===== src/verilog/mon_alert_regs.svh =====
// Register offsets, field positions, reset values and timing figures
// Assumes inclusion by bare name from the alert and address block
`ifndef MON_ALERT_REGS_SVH
`define MON_ALERT_REGS_SVH

// ----------------------------------------------------------------
// Register pointer values
// ----------------------------------------------------------------
`define OFS_SETUP     3'h0
`define OFS_SHUNT     3'h1
`define OFS_RAIL      3'h2
`define OFS_POWER     3'h3
`define OFS_CURRENT   3'h4
`define OFS_SCALE     3'h5
`define OFS_SRC_SEL   3'h6
`define OFS_THRESHOLD 3'h7

// ----------------------------------------------------------------
// Source-select fields
// ----------------------------------------------------------------
`define SRC_EN_MSB    15
`define SRC_EN_LSB    10
`define SRC_LIMIT_BIT 4
`define SRC_READY_BIT 3
`define SRC_CONVERSION_READY_ENABLE_IDX  0

// ----------------------------------------------------------------
// Reset values and bus constants
// ----------------------------------------------------------------
`define SETUP_RST     16'h0000
`define SCALE_RST     16'h0000
`define THRESH_RST    16'h0000
`define SRC_EN_RST    6'h00
`define ADDR_PREFIX   3'h4
`define ALERT_RSP_ADR 7'h0c
`define SCL_FS_MAX_KHZ 2940
`define SYS_CLK_KHZ   50000
`define SCL_SAMPLES_MIN (`SYS_CLK_KHZ / (2 * `SCL_FS_MAX_KHZ))

`endif


===== src/verilog/mon_alert_pkg.sv =====
// Types shared by the alert and address block
// Assumes nothing beyond a SystemVerilog compiler
package mon_alert_pkg;

  // Serial bit engine states
  typedef enum logic [2:0] {
    ST_IDLE = 3'b000,
    ST_RX   = 3'b001,
    ST_ACK  = 3'b010,
    ST_TX   = 3'b011,
    ST_MACK = 3'b100
  } bus_state_t;

  // Meaning of the byte in flight
  typedef enum logic [2:0] {
    RL_ADDR = 3'b000,
    RL_PTR  = 3'b001,
    RL_DATA = 3'b010,
    RL_RD   = 3'b011,
    RL_ARA  = 3'b100
  } byte_role_t;

  // Conversion results from the measurement path
  typedef struct packed {
    logic [15:0] shunt;
    logic [15:0] rail;
    logic [15:0] power;
    logic [15:0] current;
  } results_t;

endpackage : mon_alert_pkg


===== src/verilog/mon_alert.sv =====
// Serial-bus register slave, strap address decode and alert output
// Assumes results and conversion-done pulse arrive on SYS_CLK; bus pins are async
`timescale 1ns/100ps
`include "mon_alert_regs.svh"

// Functional notes
// - Enabled quantity beyond threshold pulls alert low
// - Five limit events: shunt/rail over/under, power over
// - Highest enabled event bit alone is compared
// - Comparison is signed two's complement
// - Ready notice and limit event share alert
// - Ready flag bit 3, limit flag bit 4
// - Ready enable clear: alert from limit only
// - Ready flagged when conversion has completed
// - Bus clock 1-400 kHz fast, 1-2940 kHz high-speed
// - Sixteen addresses from two four-state straps
// - Address 100, high strap, low strap codes
// - Straps sampled at every bus transaction
// - Alert released after own address returned
// - Losing arbitration: no ack, alert held
// - Pointer kept from last write, MSB first
module mon_alert (
  input  wire logic                      SYS_CLK,
  input  wire logic                      RST_N,
  input  wire logic                      SCL_I,
  input  wire logic                      SDA_I,
  output logic                           SDA_O,
  output logic                           SDA_OE_N,
  output logic                           ALERT_O,
  output logic                           ALERT_OE_N,
  input  wire logic [1:0]                ADDR_STRAP_HIGH,
  input  wire logic [1:0]                ADDR_STRAP_LOW,
  input  wire mon_alert_pkg::results_t   RESULTS,
  input  wire logic                      CONV_DONE,
  output logic [15:0]                    SETUP,
  output logic [15:0]                    SCALE
);

  // ----------------------------------------------------------------
  // Signed compare helper
  // ----------------------------------------------------------------
  // Sign bit counts, so any positive value beats any negative one
  function automatic logic above(input logic [15:0] a, input logic [15:0] b);
    above = $signed(a) > $signed(b);
  endfunction : above

  // ----------------------------------------------------------------
  // Reset release and input synchronisers
  // ----------------------------------------------------------------
  logic                      rst_s1_r;
  logic                      rst_n;
  logic                      scl_s1_r, scl_s2_r, scl_q_r;
  logic                      sda_s1_r, sda_s2_r, sda_q_r;
  logic [3:0]                strap_s1_r, strap_s2_r;

  // Reset asserts at once, releases two clocks later
  always_ff @(posedge SYS_CLK or negedge RST_N)
  begin
    if (!RST_N)
    begin
      rst_s1_r <= 1'b0;
      rst_n    <= 1'b0;
    end
    else
    begin
      rst_s1_r <= 1'b1;
      rst_n    <= rst_s1_r;
    end
  end

  // Pins pass two flops; a third copy gives edge history
  always_ff @(posedge SYS_CLK or negedge rst_n)
  begin
    if (!rst_n)
    begin
      {scl_s1_r, scl_s2_r, scl_q_r} <= 3'h7;
      {sda_s1_r, sda_s2_r, sda_q_r} <= 3'h7;
      strap_s1_r <= 4'h0;
      strap_s2_r <= 4'h0;
    end
    else
    begin
      {scl_s1_r, scl_s2_r, scl_q_r} <= {SCL_I, scl_s1_r, scl_s2_r};
      {sda_s1_r, sda_s2_r, sda_q_r} <= {SDA_I, sda_s1_r, sda_s2_r};
      strap_s1_r <= {ADDR_STRAP_HIGH, ADDR_STRAP_LOW};
      strap_s2_r <= strap_s1_r;
    end
  end

  // Bus events; 50 MHz sampling keeps several samples per high-speed phase
  wire bus_start = scl_s2_r & sda_q_r & ~sda_s2_r;
  wire bus_stop  = scl_s2_r & ~sda_q_r & sda_s2_r;
  wire scl_rise  = scl_s2_r & ~scl_q_r;
  wire scl_fall  = ~scl_s2_r & scl_q_r;

  // ----------------------------------------------------------------
  // State
  // ----------------------------------------------------------------
  mon_alert_pkg::bus_state_t state_r, state_nxt;
  mon_alert_pkg::byte_role_t role_r, role_nxt;
  logic [3:0]                cnt_r, cnt_nxt;
  logic [7:0]                shift_r, shift_nxt;
  logic [7:0]                tx_r, tx_nxt;
  logic [2:0]                ptr_r, ptr_nxt;
  logic [7:0]                hi_r, hi_nxt;
  logic                      lsb_r, lsb_nxt;
  logic                      sda_oe_n_r, sda_oe_n_nxt;
  logic [6:0]                dev_addr_r;
  logic [15:0]               setup_r, scale_r, thresh_r;
  logic [5:0]                src_en_r;
  logic                      ready_r, limit_r, want_q_r, alert_oe_n_r;
  logic [15:0]               rd_word;
  logic [7:0]                tx_load;

  // ----------------------------------------------------------------
  // Decodes feeding the register file and alert
  // ----------------------------------------------------------------
  wire rx_done   = (state_r == mon_alert_pkg::ST_RX) & scl_fall & (cnt_r == 4'h8);
  wire own_hit   = shift_r[7:1] == dev_addr_r;
  wire ara_hit   = (shift_r[7:1] == `ALERT_RSP_ADR) & shift_r[0] & ~alert_oe_n_r;
  wire wr_commit = rx_done & (role_r == mon_alert_pkg::RL_DATA) & lsb_r;
  wire [15:0] wr_data = {hi_r, shift_r};
  wire ack_fall  = (state_r == mon_alert_pkg::ST_ACK) & scl_fall;
  wire rd_src    = ack_fall & (role_r == mon_alert_pkg::RL_RD) & lsb_r &
                   (ptr_r == `OFS_SRC_SEL);
  wire ara_done  = (state_r == mon_alert_pkg::ST_TX) & scl_fall & (cnt_r == 4'h8) &
                   (role_r == mon_alert_pkg::RL_ARA);
  wire tx_lost   = (state_r == mon_alert_pkg::ST_TX) & scl_rise &
                   (role_r == mon_alert_pkg::RL_ARA) & tx_r[7] & ~sda_s2_r;

  // Readback; source-select shows enables plus both flags
  always_comb
  begin
    case (ptr_r)
      `OFS_SETUP:     rd_word = setup_r;
      `OFS_SHUNT:     rd_word = RESULTS.shunt;
      `OFS_RAIL:      rd_word = RESULTS.rail;
      `OFS_POWER:     rd_word = RESULTS.power;
      `OFS_CURRENT:   rd_word = RESULTS.current;
      `OFS_SCALE:     rd_word = scale_r;
      `OFS_SRC_SEL:   rd_word = {src_en_r, 5'h00, limit_r, ready_r, 3'h0};
      default:        rd_word = thresh_r;
    endcase
  end

  // Answer byte: own address for alert response, else MSB then LSB
  assign tx_load = (role_r == mon_alert_pkg::RL_ARA) ? {dev_addr_r, 1'b0} :
                   (lsb_r ? rd_word[7:0] : rd_word[15:8]);

  // ----------------------------------------------------------------
  // Bit engine next state
  // ----------------------------------------------------------------
  // Changes to SDA happen only after SCL is seen low, giving hold margin
  always_comb
  begin
    state_nxt    = state_r;
    role_nxt     = role_r;
    cnt_nxt      = cnt_r;
    shift_nxt    = shift_r;
    tx_nxt       = tx_r;
    ptr_nxt      = ptr_r;
    hi_nxt       = hi_r;
    lsb_nxt      = lsb_r;
    sda_oe_n_nxt = sda_oe_n_r;
    if (bus_start)
    begin
      state_nxt    = mon_alert_pkg::ST_RX;
      role_nxt     = mon_alert_pkg::RL_ADDR;
      cnt_nxt      = 4'h0;
      sda_oe_n_nxt = 1'b1;
    end
    else if (bus_stop)
    begin
      state_nxt    = mon_alert_pkg::ST_IDLE;
      sda_oe_n_nxt = 1'b1;
    end
    else
    begin
      case (state_r)
        mon_alert_pkg::ST_RX:
        begin
          if (scl_rise)
          begin
            shift_nxt = {shift_r[6:0], sda_s2_r};
            cnt_nxt   = cnt_r + 4'h1;
          end
          else if (rx_done)
          begin
            state_nxt    = mon_alert_pkg::ST_ACK;
            sda_oe_n_nxt = 1'b0;
            cnt_nxt      = 4'h0;
            case (role_r)
              mon_alert_pkg::RL_ADDR:
              begin
                lsb_nxt = 1'b0;
                if (own_hit)
                  role_nxt = shift_r[0] ? mon_alert_pkg::RL_RD : mon_alert_pkg::RL_PTR;
                else if (ara_hit)
                  role_nxt = mon_alert_pkg::RL_ARA;
                else
                begin
                  state_nxt    = mon_alert_pkg::ST_IDLE;
                  sda_oe_n_nxt = 1'b1;
                end
              end
              mon_alert_pkg::RL_PTR:
              begin
                ptr_nxt  = shift_r[2:0];
                role_nxt = mon_alert_pkg::RL_DATA;
              end
              default:
              begin
                hi_nxt  = lsb_r ? hi_r : shift_r;
                lsb_nxt = ~lsb_r;
              end
            endcase
          end
        end
        mon_alert_pkg::ST_ACK:
        begin
          if (scl_fall)
          begin
            cnt_nxt = 4'h0;
            if ((role_r == mon_alert_pkg::RL_RD) || (role_r == mon_alert_pkg::RL_ARA))
            begin
              state_nxt    = mon_alert_pkg::ST_TX;
              tx_nxt       = tx_load;
              sda_oe_n_nxt = tx_load[7];
            end
            else
            begin
              state_nxt    = mon_alert_pkg::ST_RX;
              sda_oe_n_nxt = 1'b1;
            end
          end
        end
        mon_alert_pkg::ST_TX:
        begin
          if (tx_lost)
          begin
            state_nxt    = mon_alert_pkg::ST_IDLE;
            sda_oe_n_nxt = 1'b1;
          end
          else if (scl_rise)
            cnt_nxt = cnt_r + 4'h1;
          else if (scl_fall && (cnt_r == 4'h8))
          begin
            state_nxt    = mon_alert_pkg::ST_MACK;
            sda_oe_n_nxt = 1'b1;
          end
          else if (scl_fall)
          begin
            tx_nxt       = {tx_r[6:0], 1'b0};
            sda_oe_n_nxt = tx_r[6];
          end
        end
        mon_alert_pkg::ST_MACK:
        begin
          // Master ack fetches the other byte; nack or response end stops
          if (scl_rise)
          begin
            if (sda_s2_r || (role_r == mon_alert_pkg::RL_ARA))
              state_nxt = mon_alert_pkg::ST_IDLE;
            else
            begin
              state_nxt = mon_alert_pkg::ST_ACK;
              lsb_nxt   = ~lsb_r;
            end
          end
        end
        default:
          state_nxt = mon_alert_pkg::ST_IDLE;
      endcase
    end
  end

  // Bit engine registers
  always_ff @(posedge SYS_CLK or negedge rst_n)
  begin
    if (!rst_n)
    begin
      state_r    <= mon_alert_pkg::ST_IDLE;
      role_r     <= mon_alert_pkg::RL_ADDR;
      cnt_r      <= 4'h0;
      shift_r    <= 8'h00;
      tx_r       <= 8'h00;
      ptr_r      <= `OFS_SETUP;
      hi_r       <= 8'h00;
      lsb_r      <= 1'b0;
      sda_oe_n_r <= 1'b1;
    end
    else
    begin
      state_r    <= state_nxt;
      role_r     <= role_nxt;
      cnt_r      <= cnt_nxt;
      shift_r    <= shift_nxt;
      tx_r       <= tx_nxt;
      ptr_r      <= ptr_nxt;
      hi_r       <= hi_nxt;
      lsb_r      <= lsb_nxt;
      sda_oe_n_r <= sda_oe_n_nxt;
    end
  end

  // ----------------------------------------------------------------
  // Strap address
  // ----------------------------------------------------------------
  // Straps are re-read at every start, never frozen at power-up
  always_ff @(posedge SYS_CLK or negedge rst_n)
  begin
    if (!rst_n)
      dev_addr_r <= {`ADDR_PREFIX, 4'h0};
    else if (bus_start)
      dev_addr_r <= {`ADDR_PREFIX, strap_s2_r};
  end

  // ----------------------------------------------------------------
  // Writable registers
  // ----------------------------------------------------------------
  always_ff @(posedge SYS_CLK or negedge rst_n)
  begin
    if (!rst_n)
    begin
      setup_r  <= `SETUP_RST;
      scale_r  <= `SCALE_RST;
      thresh_r <= `THRESH_RST;
      src_en_r <= `SRC_EN_RST;
    end
    else if (wr_commit)
    begin
      case (ptr_r)
        `OFS_SETUP:     setup_r  <= wr_data;
        `OFS_SCALE:     scale_r  <= wr_data;
        `OFS_SRC_SEL:   src_en_r <= wr_data[`SRC_EN_MSB:`SRC_EN_LSB];
        `OFS_THRESHOLD: thresh_r <= wr_data;
        default:        setup_r  <= setup_r;
      endcase
    end
  end

  // ----------------------------------------------------------------
  // Limit comparison and alert
  // ----------------------------------------------------------------
  // Highest enabled bit wins; threshold is taken raw on the result's scale
  wire limit_now = src_en_r[5] ?  above(RESULTS.shunt, thresh_r) :
                   src_en_r[4] ?  above(thresh_r, RESULTS.shunt) :
                   src_en_r[3] ?  above(RESULTS.rail, thresh_r)  :
                   src_en_r[2] ?  above(thresh_r, RESULTS.rail)  :
                   src_en_r[1] ?  above(RESULTS.power, thresh_r) : 1'b0;
  // Ready only counts when its enable is set
  wire want = limit_r | (src_en_r[`SRC_CONVERSION_READY_ENABLE_IDX] & ready_r);
  wire new_evt = want & ~want_q_r;

  // Flags: ready set wins over the clear from reading source-select
  always_ff @(posedge SYS_CLK or negedge rst_n)
  begin
    if (!rst_n)
    begin
      ready_r  <= 1'b0;
      limit_r  <= 1'b0;
      want_q_r <= 1'b0;
    end
    else
    begin
      ready_r  <= CONV_DONE | (ready_r & ~rd_src);
      limit_r  <= CONV_DONE ? limit_now : limit_r;
      want_q_r <= want;
    end
  end

  // Pin held low while a cause stands until the response is won
  always_ff @(posedge SYS_CLK or negedge rst_n)
  begin
    if (!rst_n)
      alert_oe_n_r <= 1'b1;
    else if (new_evt)
      alert_oe_n_r <= 1'b0;
    else if (ara_done || !want)
      alert_oe_n_r <= 1'b1;
  end

  assign SDA_O      = 1'b0;
  assign ALERT_O    = 1'b0;
  assign SDA_OE_N   = sda_oe_n_r;
  assign ALERT_OE_N = alert_oe_n_r;
  assign SETUP      = setup_r;
  assign SCALE      = scale_r;

endmodule : mon_alert


===== config.mk =====
export PLATFORM = sky130hd
export DESIGN_NAME = mon_alert
export DESIGN_NICKNAME = d
export VERILOG_FILES = /design/src/verilog/mon_alert_pkg.sv /design/src/verilog/mon_alert.sv
export VERILOG_INCLUDE_DIRS = /design/src /design/src/verilog
export SDC_FILE = /design/constraint.sdc
export NUM_CORES = 1
export LEC_CHECK = 0
export ABC_AREA = 1
export BUFFER_PORTS_ARGS = -buffer_cell sky130_fd_sc_hd__buf_2
export CELL_PAD_IN_SITES_DETAIL_PLACEMENT = 1
export CELL_PAD_IN_SITES_GLOBAL_PLACEMENT = 1
export CORE_MARGIN = 2
export CORE_UTILIZATION = 38
export CTS_BUF_LIST = sky130_fd_sc_hd__clkbuf_8 sky130_fd_sc_hd__clkbuf_16
export CTS_CLUSTER_DIAMETER = 50
export CTS_CLUSTER_SIZE = 12
export DETAILED_ROUTE_END_ITERATION = 8
export HOLD_SLACK_MARGIN = 0.1
export MAX_ROUTING_LAYER = met4
export PLACE_DENSITY = 0.82
export SYNTH_ARGS = -nofsm -noshare
export SYNTH_HDL_FRONTEND = slang
export SYNTH_SLANG_ARGS = --single-unit

===== constraint.sdc =====
create_clock -name SYS_CLK -period 3.2 [get_ports SYS_CLK]
set_input_delay 0.32 -clock SYS_CLK [delete_from_list [all_inputs] [get_ports SYS_CLK]]
set_output_delay 0.32 -clock SYS_CLK [all_outputs]
set_load 0.1 [all_outputs]

# --- After elaboration in Yosys (flattened, before gate mapping) ---
# Index checks and enable logic that the tools add are counted.
classes:
  add_sub_neg: 1
  magnitude_cmp: 5
  n_eq_ne: 43
  muxes: 69
  n_bitwise: 40
  n_reduce_logical: 29
op_table:
  columns: ["op", "n"]
  rows:
  - ["16-bit case mux with 7 select lines", 1]
  - ["16-bit > comparator", 5]
  - ["8-bit two-way mux", 8]
  - ["3-bit two-way mux", 16]
  - ["6-bit AND reduction", 5]
  - ["4-bit two-way mux", 7]
  - ["1-bit bitwise AND", 26]
  - ["1-bit two-way mux", 24]
  - ["2-bit != test (second input constant)", 12]
  - ["4-bit != test (second input constant)", 6]
  - ["3-bit by 2-bit equality test with 1-bit output (second input constant)", 6]
  - ["3-bit equality test (second input constant)", 6]
  - ["8-bit case mux with 2 select lines", 1]
  - ["2-bit two-way mux", 6]
  - ["1-bit NOT", 12]
  - ["3-bit case mux with 4 select lines", 1]
  - ["4-bit case mux with 3 select lines", 1]
  - ["2-bit nonzero test", 5]
  - ["3-bit by 1-bit equality test with 1-bit output (second input constant)", 3]
  - ["3-bit != test (second input constant)", 3]
  - ["9-bit AND reduction", 1]
  - ["2-bit AND reduction", 4]
  - ["8-bit AND reduction", 1]
  - ["7-bit by 4-bit equality test with 1-bit output (second input constant)", 1]
  - ["other kinds (21)", 26]
word_totals:
  ff_bits: 117
  inputBits: 73
  output_inout_bits: 36
  elab_cells: 215

# --- Logic depth before layout (Yosys ltp) ---
depth:
  ltp_word: 11
  mapped_depth: 19
  ltp_nobuf: 19

# --- Worst setup path after synthesis ---
# OpenSTA, ideal clock, no wires.
synth_path:
  kind: "reg2reg"
  startpoint: "reg cnt_r[0]"
  endpoint: "reg setup_r[1] (netlist: SETUP[1])"
  arrival_time_ps: 1605
  setup_slack_ps: 1463
  stages_incl_launch_ff: 13
  n_path_buf: 1
  period_less_slack_ps: 1737
  path_cell_list: "dfrtp_1 -> inv_1 -> ha_1 -> inv_1 -> nor2_1 -> nand2_1 -> nor2_2 -> inv_2 -> nor2_4 -> nand3_2 -> clkbuf_1 -> nand2_1 -> o21ai_0"
synth_between:
  elab_chain_cells: 5
synth_rtl:
  columns: ["item", "line_no", "rtl"]
  rows:
  - ["from (decl)", "mon_alert.sv:101", "logic [3:0] cnt_r, cnt_nxt;"]
  - ["from (signal assigned)", "mon_alert.sv:296", "cnt_r <= cnt_nxt;"]
  - ["4-bit equality test", "mon_alert.sv:118", "wire rx_done = (state_r == mon_alert_pkg::ST_RX) & scl_fall & (cnt_r == 4'h8);"]
  - ["1-bit bitwise AND", "mon_alert.sv:118", null]
  - ["1-bit bitwise AND (2 in a row)", "mon_alert.sv:121", "wire wr_commit = rx_done & (role_r == mon_alert_pkg::RL_DATA) & lsb_r;"]
  - ["2-bit AND reduction (no line)", null, null]
  - ["to (signal assigned)", "mon_alert.sv:325", "setup_r <= `SETUP_RST;"]
  - ["to (signal assigned)", "mon_alert.sv:333", "`OFS_SETUP: setup_r <= wr_data;"]
  - ["to (signal assigned)", "mon_alert.sv:337", "default: setup_r <= setup_r;"]
  - ["to (decl)", "mon_alert.sv:109", "logic [15:0] setup_r, scale_r, thresh_r;"]
# Every way passes these cells.
# A chain may end at the register's enable or synchronous reset.

# --- Worst setup path after layout ---
layout_path:
  startpoint: "reg lsb_r"
  endpoint: "reg thresh_r[5]"
layout_between:
  elab_chain_cells: 2
layout_rtl:
  columns: ["item", "line_no", "rtl"]
  rows:
  - ["from (decl)", "mon_alert.sv:106", "logic lsb_r, lsb_nxt;"]
  - ["from (signal assigned)", "mon_alert.sv:301", "lsb_r <= lsb_nxt;"]
  - ["1-bit bitwise AND", "mon_alert.sv:121", null]
  - ["2-bit AND reduction (no line)", null, null]
  - ["to (signal assigned)", "mon_alert.sv:327", "thresh_r <= `THRESH_RST;"]
  - ["to (signal assigned)", "mon_alert.sv:336", "`OFS_THRESHOLD: thresh_r <= wr_data;"]
  - ["to (decl)", "mon_alert.sv:109", null]
# Every way passes these cells.

==> results.yml <==
outcome:
  status: "complete, no violations"
critical_path:
  arrival_ns: 2.98
  critical_path.max_fanout: 32
  cp-start-kind: "flip-flop"
  critPathSlowestCell: "dfrtp_1"
  cpPeakStageDelay_ns: 0.67
  crit_buf_inv: 1
  end_kind: "flip-flop"
  critPathTopFamily: "simple AND/OR/NAND/NOR gates"
  worstPathCellList: "inv_1, nor4_4, nand3_2, o21ai_0"
  path_class: "flip-flop to flip-flop"
  worstPathRequired_ns: 3.50
place:
  post_dp_cell_area_mm2: 0.00788
  gp_congestion: 0.928
  portBuffers: 106
  hpwl_um: 19300
  dp_cells: 1274
  pre_cts_slack_ns: 0.650
floorplanning:
  rows: 50
  dieArea_mm2: 0.0200
  die_x_um: 141
  start_util: 0.386
  ios: 109
  core_mm2: 0.0186
  die_y_um: 141
layout:
  antenna_cells: 0
  fill_cells: 2381
  seqCellArea_mm2: 0.00294
  stdcell_count: 1313
  final_area_mm2: 0.00854
  area_growth_pct: 19.2
  drive_gt1_frac: 0.161
  nets: 1189
  multi_input_area_mm2: 0.00353
  utilization: 0.459
  final_common_cell: "nand2_1"
  mostFrequentLayoutCells: "nand2_1 (267), inv_1 (136), o21ai_0 (110)"
logic_synthesis:
  synth_seq_cells: 117
  syn_area_mm2: 0.00716
  synth_enable_flop_cells: 0
  yosysTopAreaCellShare: 0.381
  postSynthAreaPerCell_um2: 7.48
  ys_seq_area_frac: 0.410
  ys_types: 47
  synth_top_cell_by_area: "dfrtp_1"
  yosys-top-cells-area: "dfrtp_1 (38%), nand2_1 (14%), ha_1 (8.7%), o21ai_0 (7.7%), inv_1 (7.1%)"
  ys_async_sr_fraction: 1.00
  syn_inst: 957
  synth_flop_cell: "dfrtp_1"
  yosys_warnings: 0
clock_tree:
  path_clk_slew_ns: 0.06
  clock-sinks: 117
  cts-root-buf: "clkbuf_16"
  htree_levels: 4
  cts_buffers: 17
  clock_latency_ns: 0.42
  ctsLongestPathBuffers: 2
  cts_tree: "done"
flow_run:
  cap_violations: 0
power_and_ir_drop:
  p_switching_mw: 1.18
  internal_power_mw: 2.86
  power_frac_seq: 0.404
  ir_drop_mv: 0.400
  clkPwrFrac: 0.463
  power_mw: 4.04
  combPwrFrac: 0.133
  p_leak_nw: 4.26
  sw_frac_of_total: 0.293
  powerDensity_mw_per_mm2: 474
timing:
  finalCriticalPeriod_ns: 2.68
  maxSlewHeadroom: 0.400
  tightest_slew_ns: 0.899
  rsz0062_at_grt: "no"
  post-route-period-util: 0.837
  setup_viol: 0
  hold_violations: 0
  whs_ns: 0.146
  tns_ns: 0
  clock-skew-final_ns: 0.00832
  max_freq_mhz: 374
  slew_violations: 0
  fin_ws_ns: 0.523
routing:
  drt_iter0_markers: 546
  drtAntennaViolNets: 0
  num_vias: 7090
  drt_pass1_iterations: 5
  wire_per_inst_um: 19.4
  drc_errors: 0
  viasPerCell: 5.40
  routed_wl_um: 25500
worst_hold_path:
  hold_path_class: "input port to flip-flop"
grt:
  grt_antenna_before_repair: 0
  overflow: 0
  grt_pass1_wl_um: 40200
  grtUsageTotal: 0.272
  grt_pass1_vias: 7327
  grt_max_degree: 70
[synth_stat cells (3+ instances only)]
cell         n
nand4_1     10
nor3_1      10
o21ai_1      6
nand3_2      4
inv_2        7
a211oi_1     4
buf_6        3
buf_2       10
dfstp_2      8
nand3b_1     3
nand2_1    267
clkbuf_1    11
ha_1        50
dfrtp_1    109
nor2_4       4
o2111ai_1    4
nor2_1      55
inv_1      135
a21oi_1     53
nand3_1     47
buf_4        4
o22ai_1     10
o211ai_1     4
o21ai_0    110
[worst min-delay path, delay by kind of cell]
family          cells  cell delay (ns)
buf+inv             2             0.13
compound gates      1             0.06
[registers in the layout, indices dropped and copies added, names as in the netlist, 6 cells and up]
register / flops
SCALE: 16
SETUP: 16
hi_r: 8
shift_r: 8
src_en_r: 6
thresh_r: 16
tx_r: 8
[power groups by stage]
stage	logic, mW	registers [mW]	clock network (mW)
after CTS	0.534	1.63	1.89
after global placement	0.510	1.65	0
after floorplan	0.339	1.62	0
final	0.538	1.63	1.87
after detailed placement	0.523	1.66	0
after global routing	0.601	1.64	1.96
[kinds of logic (layout without fill, tap and decap cells)]
kind of cell	after synthesis	count (layout)	share of synthesized area
and+or+nand+nor	410	410	0.246
adders and majority gates	50	50	0.0873
xor gates and xnor gates	3	3	0.00367
buffers and inverters	171	292	0.0969
other	2	3	0.00105
DFF	117	117	0.410
AOI/OAI and AO/OA	204	204	0.154
[what timing repair did]
action / CTS / global route
hold buffers: 7 / 0
resized for setup: 0 / 0
setup buffers: 0 / 0
hold endpoints to repair: 8 / 0
[worst paths after layout]
kind,from,endpoint,slack (ns),cells past startpoint
min in group asynchronous,RST_N,rst_n,0.21,2
max in group asynchronous,rst_n,SDA_OE_N,1.91,1
setup / recovery,lsb_r,thresh_r[5],0.52,4
setup reg to reg,lsb_r,thresh_r[5],0.52,4
hold / removal,CONV_DONE,ready_r,0.15,3
hold reg to reg,strap_s1_r[3],strap_s2_r[3],0.35,0
[routing by layer]
metal  vias to the layer above  GRT usage  share of wire
met4                         0      0.103          0.031
met2                       288      0.409           0.44
met5                         -          -              0
met1                      3420      0.363           0.45
met3                        46     0.0570          0.074
li1                       3336          -              -
[final cells by class]
cell class	count	area share
multi-input combinational	670	0.414
sequential	117	0.345
timing repair buffer	117	0.0753
inverter	143	0.0632
clock buffer	17	0.0498
tap	234	0.0343
clock inverter	15	0.0186
Note: power is estimated with default switching activity, not from simulation.
